<file path="config.mk">
export PLATFORM = sky130hd
export DESIGN_NAME = atd_decoder
export DESIGN_NICKNAME = d
export VERILOG_FILES = /design/src/hw/atd_pkg.sv /design/src/hw/atd_if.sv /design/src/hw/atd_unpack.sv /design/src/hw/atd_decoder.sv
export VERILOG_INCLUDE_DIRS = /design/src /design/src/hw
export SDC_FILE = /design/constraint.sdc
export NUM_CORES = 1
export LEC_CHECK = 0
export BUFFER_PORTS_ARGS = -buffer_cell sky130_fd_sc_hd__clkbuf_2
export CORE_ASPECT_RATIO = 1.5
export CORE_MARGIN = 2
export CORE_UTILIZATION = 55
export CTS_CLUSTER_DIAMETER = 40
export DETAILED_ROUTE_END_ITERATION = 12
export PLACE_DENSITY = 0.84
export SYNTH_ARGS = -nofsm -noshare
export SYNTH_HDL_FRONTEND = slang
export SYNTH_SLANG_ARGS = --single-unit
</file>
<file path="constraint.sdc">
create_clock -name clk -period 5.12 [get_ports clk]
set_clock_uncertainty 0.15 [all_clocks]
set_input_delay 1.536 -clock clk [delete_from_list [all_inputs] [get_ports clk]]
set_output_delay 1.536 -clock clk [all_outputs]
set_load 0.05 [all_outputs]
</file>
<file path="src/hw/atd_defs.svh">
`ifndef ATD_DEFS_SVH
`define ATD_DEFS_SVH

// word indices on the read port
`define ATD_IDX_POSITION 3'h0
`define ATD_IDX_OFFSET 3'h1
`define ATD_IDX_AMBIENT 3'h2
`define ATD_IDX_FEED 3'h3
`define ATD_IDX_RESERVED 3'h4
`define ATD_IDX_FLAGS 3'h5
`define ATD_WORD_COUNT 6

`define ATD_WORD_RST 16'h0000
`define ATD_ZERO_WORD 16'h0000
`define ATD_ZERO_BYTE 8'h00

// limits of the decoded values, temperatures held x10
`define ATD_POS_MAX 16'h0064
`define ATD_OFS_ABS_MAX 16'h0190
`define ATD_OFS_REL_MAX 16'h0032
`define ATD_OFS_REL_MIN 16'hffce
`define ATD_AMB_MAX 16'h0190
`define ATD_FEED_MAX 16'h0320
// raw temperature steps are half degrees, so x10 is raw times five
`define ATD_HALF_DEG_SCALE 16'h0005

// flag word bit positions, numbered from the lsb
`define ATD_FLG_OBSTRUCT 0
`define ATD_FLG_WEAK 1
`define ATD_FLG_RADIO_ERR 2
`define ATD_FLG_WINDOW 3
`define ATD_FLG_CHARGE 4
`define ATD_FLG_HARVEST 5
`define ATD_FLG_TEMP_SEL 6
`define ATD_FLG_MODE 7
`define ATD_FLG_RSVD_ZERO 8'h00

`define ATD_ERR_CNT_W 3
`define ATD_ERR_LIMIT 3'h6
`define ATD_ERR_CNT_MAX 3'h7
`define ATD_ERR_CNT_ZERO 3'h0
`define ATD_ERR_CNT_ONE 3'h1

`endif

</file>
<file path="src/hw/atd_pkg.sv">
package atd_pkg;

    typedef enum logic {
        ATD_PROF_ACTUATOR,
        ATD_PROF_UNIVERSAL
    } atd_profile_t;

    typedef logic [15:0] atd_word_t;

    typedef struct packed {
        logic [5:0][15:0] words;
        logic [2:0] err_cnt;
        logic [15:0] rd_data;
        logic rd_valid;
        logic updated;
    } atd_state_t;

endpackage : atd_pkg

</file>
<file path="src/hw/atd_if.sv">
`timescale 1ns/10ps

interface atd_if;
    logic [7:0] top_telegram_byte;
    logic [7:0] mid_high_telegram_byte;
    logic [7:0] mid_low_telegram_byte;
    logic [7:0] bottom_telegram_byte;
    logic [15:0] position;
    logic [15:0] offset;
    logic [15:0] temperature;
    logic temp_is_feed;

    modport feed (
        output top_telegram_byte, mid_high_telegram_byte, mid_low_telegram_byte,
        output bottom_telegram_byte,
        input position, offset, temperature, temp_is_feed
    );
    modport conv (
        input top_telegram_byte, mid_high_telegram_byte, mid_low_telegram_byte,
        input bottom_telegram_byte,
        output position, offset, temperature, temp_is_feed
    );
endinterface : atd_if

</file>
<file path="src/hw/atd_unpack.sv">
`timescale 1ns/10ps
`include "atd_defs.svh"

module atd_unpack (
    atd_if.conv tel
);

    function automatic logic [15:0] atd_clamp_u(input logic [15:0] v, input logic [15:0] max);
        atd_clamp_u = (v > max) ? max : v;
    endfunction : atd_clamp_u

    function automatic logic [15:0] atd_half_deg(input logic [7:0] raw);
        atd_half_deg = {`ATD_ZERO_BYTE, raw} * `ATD_HALF_DEG_SCALE;
    endfunction : atd_half_deg

    logic [15:0] rel_raw;
    logic [15:0] rel_scaled;
    logic [15:0] abs_scaled;
    logic mode_abs;

    assign mode_abs = tel.bottom_telegram_byte[`ATD_FLG_MODE];
    assign tel.temp_is_feed = tel.bottom_telegram_byte[`ATD_FLG_TEMP_SEL];

    // position byte is already in percent, out-of-range codes saturate
    assign tel.position = atd_clamp_u({`ATD_ZERO_BYTE, tel.top_telegram_byte}, `ATD_POS_MAX);

    // relative offset is a signed byte of half degrees
    assign rel_raw = {{8{tel.mid_high_telegram_byte[7]}}, tel.mid_high_telegram_byte};
    assign rel_scaled = 16'($signed(rel_raw) * $signed(`ATD_HALF_DEG_SCALE));
    assign abs_scaled = atd_half_deg(tel.mid_high_telegram_byte);

    always_comb begin
        if (mode_abs) begin
            tel.offset = atd_clamp_u(abs_scaled, `ATD_OFS_ABS_MAX);
        end else if ($signed(rel_scaled) > $signed(`ATD_OFS_REL_MAX)) begin
            tel.offset = `ATD_OFS_REL_MAX;
        end else if ($signed(rel_scaled) < $signed(`ATD_OFS_REL_MIN)) begin
            tel.offset = `ATD_OFS_REL_MIN;
        end else begin
            tel.offset = rel_scaled;
        end
    end

    // ambient and feed share one raw byte, only the limit differs
    assign tel.temperature = tel.temp_is_feed ?
        atd_clamp_u(atd_half_deg(tel.mid_low_telegram_byte), `ATD_FEED_MAX) :
        atd_clamp_u(atd_half_deg(tel.mid_low_telegram_byte), `ATD_AMB_MAX);

endmodule : atd_unpack

</file>
<file path="src/hw/atd_decoder.sv">
`timescale 1ns/10ps
`include "atd_defs.svh"

// Contract
// position word is percent, zero to hundred
// absolute offset: 0..40 degC times ten
// relative offset: signed -5..+5 degC times ten
// ambient word: 0..40 degC times ten
// feed word: 0..80 degC times ten
// sixteen-bit flag word, upper byte reserved
// bit7 offset mode, 0 relative 1 absolute
// bit6 picks updated temperature, other unchanged
// bit5 harvesting, bit1 weak, bit0 obstructed
// bit4 charge sufficient, bit3 window open
// bit2 set after six consecutive errors
// flag bits numbered upward from lsb
// universal profile copies bytes, top first
// reserved word and bits read zero
module atd_decoder (
    input wire logic clk,
    input wire logic reset,
    input wire logic tel_valid,
    input wire atd_pkg::atd_profile_t tel_profile,
    input wire logic [7:0] top_telegram_byte,
    input wire logic [7:0] mid_high_telegram_byte,
    input wire logic [7:0] mid_low_telegram_byte,
    input wire logic [7:0] bottom_telegram_byte,
    input wire logic rd_en,
    input wire logic [2:0] rd_index,
    output logic [15:0] rd_data,
    output logic rd_valid,
    output logic updated
);

    ////////////////////////////////////////////////////////////////////////////////
    // decode of the actuator payload

    atd_if tel_bus ();

    assign tel_bus.top_telegram_byte = top_telegram_byte;
    assign tel_bus.mid_high_telegram_byte = mid_high_telegram_byte;
    assign tel_bus.mid_low_telegram_byte = mid_low_telegram_byte;
    assign tel_bus.bottom_telegram_byte = bottom_telegram_byte;

    atd_unpack u_unpack (
        .tel(tel_bus.conv)
    );

    ////////////////////////////////////////////////////////////////////////////////
    // state

    atd_pkg::atd_state_t st;
    atd_pkg::atd_state_t next_st;

    // unmapped indices and the reserved word answer zero
    function automatic logic [15:0] atd_read_word(input logic [5:0][15:0] w,
                                                  input logic [2:0] idx);
        case (idx)
            `ATD_IDX_POSITION: atd_read_word = w[`ATD_IDX_POSITION];
            `ATD_IDX_OFFSET: atd_read_word = w[`ATD_IDX_OFFSET];
            `ATD_IDX_AMBIENT: atd_read_word = w[`ATD_IDX_AMBIENT];
            `ATD_IDX_FEED: atd_read_word = w[`ATD_IDX_FEED];
            `ATD_IDX_FLAGS: atd_read_word = w[`ATD_IDX_FLAGS];
            default: atd_read_word = `ATD_ZERO_WORD;
        endcase
    endfunction : atd_read_word

    logic is_act;
    logic is_univ;
    logic err_now;
    logic [2:0] err_next;

    assign is_act = tel_valid && (tel_profile == atd_pkg::ATD_PROF_ACTUATOR);
    assign is_univ = tel_valid && (tel_profile == atd_pkg::ATD_PROF_UNIVERSAL);
    // bit2 of the raw status byte is one error report per telegram
    assign err_now = bottom_telegram_byte[`ATD_FLG_RADIO_ERR];

    always_comb begin
        next_st = st;
        next_st.rd_valid = 1'b0;
        next_st.updated = 1'b0;
        err_next = st.err_cnt;
        if (is_act) begin
            // saturating count of consecutive error reports
            if (!err_now) begin
                err_next = `ATD_ERR_CNT_ZERO;
            end else if (st.err_cnt != `ATD_ERR_CNT_MAX) begin
                err_next = st.err_cnt + `ATD_ERR_CNT_ONE;
            end
            next_st.err_cnt = err_next;
            next_st.words[`ATD_IDX_POSITION] = tel_bus.position;
            next_st.words[`ATD_IDX_OFFSET] = tel_bus.offset;
            if (tel_bus.temp_is_feed) begin
                next_st.words[`ATD_IDX_FEED] = tel_bus.temperature;
            end else begin
                next_st.words[`ATD_IDX_AMBIENT] = tel_bus.temperature;
            end
            next_st.words[`ATD_IDX_FLAGS] = {`ATD_FLG_RSVD_ZERO,
                bottom_telegram_byte[`ATD_FLG_MODE],
                bottom_telegram_byte[`ATD_FLG_TEMP_SEL],
                bottom_telegram_byte[`ATD_FLG_HARVEST],
                bottom_telegram_byte[`ATD_FLG_CHARGE],
                bottom_telegram_byte[`ATD_FLG_WINDOW],
                (err_next >= `ATD_ERR_LIMIT),
                bottom_telegram_byte[`ATD_FLG_WEAK],
                bottom_telegram_byte[`ATD_FLG_OBSTRUCT]};
            next_st.updated = 1'b1;
        end else if (is_univ) begin
            // flag word and error count are left as they were
            next_st.words[`ATD_IDX_POSITION] = {`ATD_ZERO_BYTE, top_telegram_byte};
            next_st.words[`ATD_IDX_OFFSET] = {`ATD_ZERO_BYTE, mid_high_telegram_byte};
            next_st.words[`ATD_IDX_AMBIENT] = {`ATD_ZERO_BYTE, mid_low_telegram_byte};
            next_st.words[`ATD_IDX_FEED] = {`ATD_ZERO_BYTE, bottom_telegram_byte};
            next_st.updated = 1'b1;
        end
        next_st.words[`ATD_IDX_RESERVED] = `ATD_ZERO_WORD;
        // a read in the update cycle sees the words from before the telegram
        if (rd_en) begin
            next_st.rd_data = atd_read_word(st.words, rd_index);
            next_st.rd_valid = 1'b1;
        end
    end

    always_ff @(posedge clk or posedge reset) begin
        if (reset) begin
            st <= '0;
        end else begin
            st <= next_st;
        end
    end

    assign rd_data = st.rd_data;
    assign rd_valid = st.rd_valid;
    assign updated = st.updated;

    ////////////////////////////////////////////////////////////////////////////////
    // checks

    chk_pos_range: assert property (@(posedge clk) disable iff (reset)
        is_act |=> (st.words[`ATD_IDX_POSITION] <= `ATD_POS_MAX) && updated)
        else $error("position word above hundred percent");

    chk_offset_abs: assert property (@(posedge clk) disable iff (reset)
        (is_act && bottom_telegram_byte[`ATD_FLG_MODE])
        |=> st.words[`ATD_IDX_OFFSET] <= `ATD_OFS_ABS_MAX)
        else $error("absolute offset out of range");

    chk_offset_rel: assert property (@(posedge clk) disable iff (reset)
        (is_act && !bottom_telegram_byte[`ATD_FLG_MODE])
        |=> ($signed(st.words[`ATD_IDX_OFFSET]) <= $signed(`ATD_OFS_REL_MAX))
        && ($signed(st.words[`ATD_IDX_OFFSET]) >= $signed(`ATD_OFS_REL_MIN)))
        else $error("relative offset out of range");

    chk_ambient_range: assert property (@(posedge clk) disable iff (reset)
        (is_act && !tel_bus.temp_is_feed)
        |=> st.words[`ATD_IDX_AMBIENT] <= `ATD_AMB_MAX)
        else $error("ambient temperature out of range");

    chk_feed_range: assert property (@(posedge clk) disable iff (reset)
        (is_act && tel_bus.temp_is_feed)
        |=> st.words[`ATD_IDX_FEED] <= `ATD_FEED_MAX)
        else $error("feed temperature out of range");

    chk_flags_upper: assert property (@(posedge clk) disable iff (reset)
        st.words[`ATD_IDX_FLAGS][15:8] == `ATD_FLG_RSVD_ZERO)
        else $error("reserved flag bits not zero");

    chk_mode_bit: assert property (@(posedge clk) disable iff (reset)
        is_act |=> st.words[`ATD_IDX_FLAGS][`ATD_FLG_MODE]
        == $past(bottom_telegram_byte[`ATD_FLG_MODE]))
        else $error("offset mode bit not taken from telegram");

    chk_temp_keep: assert property (@(posedge clk) disable iff (reset)
        (is_act && !tel_bus.temp_is_feed) |=> $stable(st.words[`ATD_IDX_FEED]))
        else $error("feed word changed by ambient telegram");

    chk_temp_keep_amb: assert property (@(posedge clk) disable iff (reset)
        (is_act && tel_bus.temp_is_feed) |=> $stable(st.words[`ATD_IDX_AMBIENT]))
        else $error("ambient word changed by feed telegram");

    chk_status_bits: assert property (@(posedge clk) disable iff (reset)
        is_act |=> {st.words[`ATD_IDX_FLAGS][`ATD_FLG_HARVEST],
        st.words[`ATD_IDX_FLAGS][`ATD_FLG_WEAK:`ATD_FLG_OBSTRUCT]}
        == {$past(bottom_telegram_byte[`ATD_FLG_HARVEST]),
        $past(bottom_telegram_byte[`ATD_FLG_WEAK:`ATD_FLG_OBSTRUCT])})
        else $error("harvest, signal or obstruction bit wrong");

    chk_charge_window: assert property (@(posedge clk) disable iff (reset)
        is_act |=> st.words[`ATD_IDX_FLAGS][`ATD_FLG_CHARGE:`ATD_FLG_WINDOW]
        == $past(bottom_telegram_byte[`ATD_FLG_CHARGE:`ATD_FLG_WINDOW]))
        else $error("charge or window bit wrong");

    chk_radio_clear: assert property (@(posedge clk) disable iff (reset)
        (is_act && !err_now) |=> !st.words[`ATD_IDX_FLAGS][`ATD_FLG_RADIO_ERR])
        else $error("radio error kept after good telegram");

    chk_radio_set: assert property (@(posedge clk) disable iff (reset)
        (is_act && err_now && (st.err_cnt == (`ATD_ERR_LIMIT - `ATD_ERR_CNT_ONE)))
        |=> st.words[`ATD_IDX_FLAGS][`ATD_FLG_RADIO_ERR])
        else $error("radio error not set at sixth error");

    chk_radio_early: assert property (@(posedge clk) disable iff (reset)
        (is_act && err_now && (st.err_cnt < (`ATD_ERR_LIMIT - `ATD_ERR_CNT_ONE)))
        |=> !st.words[`ATD_IDX_FLAGS][`ATD_FLG_RADIO_ERR])
        else $error("radio error set before sixth error");

    chk_mode_numbering: assert property (@(posedge clk) disable iff (reset)
        (is_act && (bottom_telegram_byte == 8'h80))
        |=> st.words[`ATD_IDX_FLAGS] == 16'h0080)
        else $error("flag value 0x80 not absolute mode only");

    chk_univ_copy: assert property (@(posedge clk) disable iff (reset)
        is_univ |=> (st.words[`ATD_IDX_POSITION] == {8'h00, $past(top_telegram_byte)})
        && (st.words[`ATD_IDX_FEED] == {8'h00, $past(bottom_telegram_byte)}))
        else $error("universal bytes not copied top first");

    chk_univ_flags: assert property (@(posedge clk) disable iff (reset)
        is_univ |=> $stable(st.words[`ATD_IDX_FLAGS]))
        else $error("universal telegram changed flag word");

    chk_rsvd_read: assert property (@(posedge clk) disable iff (reset)
        (rd_en && (rd_index == `ATD_IDX_RESERVED)) |=> rd_valid && (rd_data == 16'h0000))
        else $error("reserved word read not zero");

    chk_read_flags: assert property (@(posedge clk) disable iff (reset)
        (rd_en && (rd_index == `ATD_IDX_FLAGS))
        |=> rd_valid && (rd_data == $past(st.words[`ATD_IDX_FLAGS])))
        else $error("flag word read mismatch");

    chk_update_pulse: assert property (@(posedge clk) disable iff (reset)
        updated == $past(tel_valid))
        else $error("update pulse not one cycle after telegram");

    chk_words_idle: assert property (@(posedge clk) disable iff (reset)
        !tel_valid |=> $stable(st.words))
        else $error("words changed without a telegram");

    chk_pos_copy: assert property (@(posedge clk) disable iff (reset)
        (is_act && ({`ATD_ZERO_BYTE, top_telegram_byte} <= `ATD_POS_MAX))
        |=> st.words[`ATD_IDX_POSITION] == {`ATD_ZERO_BYTE, $past(top_telegram_byte)})
        else $error("position byte not copied");

    chk_pos_clamp: assert property (@(posedge clk) disable iff (reset)
        (is_act && ({`ATD_ZERO_BYTE, top_telegram_byte} > `ATD_POS_MAX))
        |=> st.words[`ATD_IDX_POSITION] == `ATD_POS_MAX)
        else $error("position not saturated at hundred");

    chk_offset_abs_scale: assert property (@(posedge clk) disable iff (reset)
        (is_act && bottom_telegram_byte[`ATD_FLG_MODE]
        && (({`ATD_ZERO_BYTE, mid_high_telegram_byte} * `ATD_HALF_DEG_SCALE)
        <= `ATD_OFS_ABS_MAX))
        |=> st.words[`ATD_IDX_OFFSET]
        == ({`ATD_ZERO_BYTE, $past(mid_high_telegram_byte)} * `ATD_HALF_DEG_SCALE))
        else $error("absolute offset not scaled by ten");

    chk_ambient_scale: assert property (@(posedge clk) disable iff (reset)
        (is_act && !tel_bus.temp_is_feed
        && (({`ATD_ZERO_BYTE, mid_low_telegram_byte} * `ATD_HALF_DEG_SCALE)
        <= `ATD_AMB_MAX))
        |=> st.words[`ATD_IDX_AMBIENT]
        == ({`ATD_ZERO_BYTE, $past(mid_low_telegram_byte)} * `ATD_HALF_DEG_SCALE))
        else $error("ambient temperature not scaled by ten");

    chk_radio_stay: assert property (@(posedge clk) disable iff (reset)
        (is_act && err_now && (st.err_cnt >= `ATD_ERR_LIMIT))
        |=> st.words[`ATD_IDX_FLAGS][`ATD_FLG_RADIO_ERR])
        else $error("radio error dropped during error run");

    chk_err_restart: assert property (@(posedge clk) disable iff (reset)
        (is_act && !err_now) |=> st.err_cnt == `ATD_ERR_CNT_ZERO)
        else $error("error count not restarted by good telegram");

    chk_univ_err: assert property (@(posedge clk) disable iff (reset)
        is_univ |=> $stable(st.err_cnt))
        else $error("universal telegram changed error count");

    chk_univ_middle: assert property (@(posedge clk) disable iff (reset)
        is_univ
        |=> (st.words[`ATD_IDX_OFFSET] == {`ATD_ZERO_BYTE, $past(mid_high_telegram_byte)})
        && (st.words[`ATD_IDX_AMBIENT] == {`ATD_ZERO_BYTE, $past(mid_low_telegram_byte)}))
        else $error("universal middle bytes not copied in order");

    chk_read_pulse: assert property (@(posedge clk) disable iff (reset)
        rd_valid == $past(rd_en))
        else $error("read answer not one cycle after request");

    chk_read_hold: assert property (@(posedge clk) disable iff (reset)
        !$past(rd_en) |-> $stable(rd_data))
        else $error("read data changed without a request");

    chk_read_pos: assert property (@(posedge clk) disable iff (reset)
        (rd_en && (rd_index == `ATD_IDX_POSITION))
        |=> rd_data == $past(st.words[`ATD_IDX_POSITION]))
        else $error("position word read mismatch");

    chk_read_offset: assert property (@(posedge clk) disable iff (reset)
        (rd_en && (rd_index == `ATD_IDX_OFFSET))
        |=> rd_data == $past(st.words[`ATD_IDX_OFFSET]))
        else $error("offset word read mismatch");

    chk_read_ambient: assert property (@(posedge clk) disable iff (reset)
        (rd_en && (rd_index == `ATD_IDX_AMBIENT))
        |=> rd_data == $past(st.words[`ATD_IDX_AMBIENT]))
        else $error("ambient word read mismatch");

    chk_read_feed: assert property (@(posedge clk) disable iff (reset)
        (rd_en && (rd_index == `ATD_IDX_FEED))
        |=> rd_data == $past(st.words[`ATD_IDX_FEED]))
        else $error("feed word read mismatch");

    chk_read_unmapped: assert property (@(posedge clk) disable iff (reset)
        (rd_en && (rd_index > `ATD_IDX_FLAGS))
        |=> rd_valid && (rd_data == `ATD_ZERO_WORD))
        else $error("unmapped index read not zero");

    chk_rsvd_store: assert property (@(posedge clk) disable iff (reset)
        st.words[`ATD_IDX_RESERVED] == `ATD_ZERO_WORD)
        else $error("reserved word holds a value");

endmodule : atd_decoder

</file>
==> flow_metrics.tcl <==
set metrics [dict create \
    setup_viol 0 \
    postSynthNetCount 601 \
    final.period_utilization 0.865 \
    critPathRequiredTime_ns 5.21 \
    globalRouteTotalUtil 0.275 \
    critical_path.startpoint_type "input port" \
    ctsRootBufferMaster "clkbuf_16" \
    crit_path_max_fanout 8 \
    numPlacedInstances 656 \
    end_kind "flip-flop" \
    hpwlAfterDp_um 8660 \
    synth.largest_area_cell "dfrtp_1" \
    clock_tree.htree_level_count 3 \
    final_common_cell "dfrtp_1" \
    criticalPathCategory "in2reg" \
    drc_errors 0 \
    placementRows 40 \
    tritoncts "yes" \
    power.switching_fraction 0.323 \
    synth.top_cells.by_area "dfrtp_1 37%, ha_1 7.4%, nand2_1 5.1%" \
    setup_repair_after_global_routing_missed_its_margin "no" \
    area.sequential_mm2 0.00168 \
    power_frac_comb 0.268 \
    setup_slack_ns 0.690 \
    period_needed_ns 4.43 \
    final_net_count 631 \
    ff2ff_setup_slack_ns 3.78 \
    synthToLayoutAreaGrowth_pct 11.0 \
    vdd_ir_drop_max_uv 201 \
    startpoint "mid_low_telegram_byte[1]" \
    synthFlopType "dfrtp_1" \
    hold_slack_ns 0.324 \
    setup-tns-final_ns 0 \
    result_of_the_run "finished clean" \
    timing.final.hold_violations 0 \
    synth_area_per_cell_um2 8.55 \
    yosys_cell_types 64 \
    crit_path_end "st[72]$_DFFE_PP0P_" \
    io_buffers 57 \
    crit_path_frequent_cell "ha_1" \
    power_density_mw_per_mm2 330 \
    depth_of_the_worst_register_to_register_path 4 \
    critical_path.reg2reg.startpoint "st[56]$_DFFE_PP0P_" \
    mostFrequentLayoutCells "67 x dfrtp_1, 62 x nand2_1, 57 x clkbuf_2" \
    grt_start_max_net_pins 55 \
    wirelength_um 11900 \
    die_area_mm2 0.00903 \
    switchingPower_uw 537 \
    detail_route.wl_per_cell_um 17.7 \
    internal_power_mw 1.13 \
    critical_path_arrival_ns 4.52 \
    via_count 4202 \
    grt_first_pass_wirelength_um 19200 \
    finalMaxSlewViolations 0 \
    filler_cell_count 686 \
    layout.cells.non_filler 671 \
    post_synth_inst_count 532 \
    multiInputGateArea_mm2 0.00249 \
    p_seq_frac 0.380 \
    core_mm2 0.00801 \
    place.gp.congestion 0.951 \
    share_of_flip_flops_with_an_asynchronous_set_or_reset_after_synthesis 1.00 \
    critical_path.cell_chain "clkbuf_2, ha_1, ha_1, inv_1, fa_1, nand2b_1, a21oi_1, o22ai_1, xor2_1, o311ai_1, nand3_2, o21ai_1" \
    grt_overflow_total 0 \
    p_leak_nw 2.37 \
    cts-root-to-sink-buffers 2 \
    worst-slew-pin-transition_ns 1.10 \
    insertion_delay_ns 0.33 \
    r2r_end "rd_data[3]$_DFFE_PP0P_" \
    ys_ff_latch 67 \
    critical-path-slowest-cell "o311ai_1" \
    cts-resized-gates 0 \
    synth-warning-count 0 \
    max_freq_mhz 226 \
    route.detailed.vias_per_inst 6.26 \
    drtPass1Iterations 5 \
    cts.repair_timing.setup_buffer_count 0 \
    cts_sinks 67 \
    antenna_violating_nets_post_route 0 \
    post_synthesis_instance_area_mm2 0.00455 \
    max_cap_violations 0 \
    detail_route.iter0.violations 423 \
    pre_cts_ws_ns 0.404 \
    cts_inserted_buffers 9 \
    fp.dieW_um 78.2 \
    finalCoreUtilization 0.630 \
    insertedDiodeCount 0 \
    grt_pass1_vias 3966 \
    slew_headroom 0.267 \
    io_pins 58 \
    post_cts_hold_buffer_count 0 \
    seq_area_frac_synth 0.369 \
    die_height_um 115 \
    netlist.area_leader.share 0.369 \
    holdCritPathClass "reg2reg" \
    critical_path.max_stage_delay_ns 0.67 \
    initial_utilization 0.568 \
    antenna_found_initial 0 \
    power.clock.fraction 0.352 \
    layout-drive-gt1-share 0.166 \
    path_clk_slew_ns 0.05 \
    synth_enable_flop_cells 0 \
]
stage by stage:
stage          area [µm²]  power (mW)
2_1_floorplan        4550       0.965
3_3_place_gp         4770        1.05
3_5_place_dp         4770        1.07
4_1_cts              5050        1.65
5_1_grt              5050        1.74
6_report             5050        1.66
worst min-delay path by stage:
stage | from | to | slack (ns) | depth (start not counted)
after detailed placement | st[106]$_DFFE_PP0P_ | st[106]$_DFFE_PP0P_ | 0.31 | 2
after floorplan | st[101]$_DFFE_PP0P_ | st[101]$_DFFE_PP0P_ | 0.30 | 2
after CTS | st[106]$_DFFE_PP0P_ | st[106]$_DFFE_PP0P_ | 0.32 | 2
after global routing | st[63]$_DFFE_PP0P_ | st[63]$_DFFE_PP0P_ | 0.35 | 1
final | st[106]$_DFFE_PP0P_ | st[106]$_DFFE_PP0P_ | 0.32 | 2
after global placement | st[105]$_DFFE_PP0P_ | st[105]$_DFFE_PP0P_ | 0.31 | 2
power by group through the flow:
stage	logic, mW	clock network (mW)	registers [mW]
global placement	0.421	0	0.633
CTS	0.439	0.586	0.629
global route	0.490	0.612	0.636
floorplan	0.338	0	0.627
finish	0.445	0.586	0.632
detailed placement	0.433	0	0.637
Yosys cell counts, types with 3 or more instances:
cell and n:
o21ai_0 34, nor2b_1 6, nand2_1 62, and2_1 6, a21o_1 6, mux2_2 8, clkbuf_1 21, a22oi_1 13
nor3_1 8, a211oi_1 3, a21oi_1 27, o22a_1 3, dfrtp_1 67, nand3_1 9, buf_4 17, ha_1 27
o31ai_1 4, inv_1 41, a31oi_1 6, o22ai_1 21, and3_1 8, mux2i_1 9, a32oi_1 3, xor2_1 9
nand2b_1 6, xnor2_1 3, o21ai_1 18, nor2_1 37, a32o_1 3
worst max-delay path, delay by kind of cell:
family / cells / cell delay (ns)
fa+ha+maj: 3 / 0.88
compound gates: 4 / 1.24
buf+inv: 2 / 0.17
xor+xnor: 1 / 0.21
simple gates: 2 / 0.48
sequential cells by signal (all words and copies together) (netlist names):
| name | cells |
|---|---|
| st | 53 |
| rd_data | 12 |
| rd_valid | 1 |
| updated | 1 |
per-layer routing:
metal | vias to the layer above | routed length [µm] | track usage
li1 | 1944 | - | -
met1 | 1984 | 4350 | 0.293
met2 | 211 | 6090 | 0.495
met3 | 63 | 737 | 0.0495
met4 | 0 | 701 | 0.181
met5 | - | 0 | 0
kinds of logic (layout without fill, tap and decap cells):
group | Yosys count | count (layout) | synth area share
simple gates | 160 | 160 | 0.167
fa+ha+maj | 29 | 29 | 0.0831
buf+inv | 83 | 117 | 0.0831
mux | 17 | 17 | 0.0396
compound gates | 164 | 164 | 0.235
xor+xnor | 12 | 12 | 0.0231
flops | 67 | 67 | 0.369
layout make-up:
| type | count | share of cell area |
|---|---|---|
| Clock buffer | 12 | 0.0469 |
| Multi-Input combinational cell | 382 | 0.494 |
| Inverter | 41 | 0.0305 |
| Timing Repair Buffer | 61 | 0.0625 |
| Clock inverter | 3 | 0.00793 |
| Sequential cell | 67 | 0.332 |
| Tap cell | 105 | 0.0260 |
(Power assumes the default switching activity.)
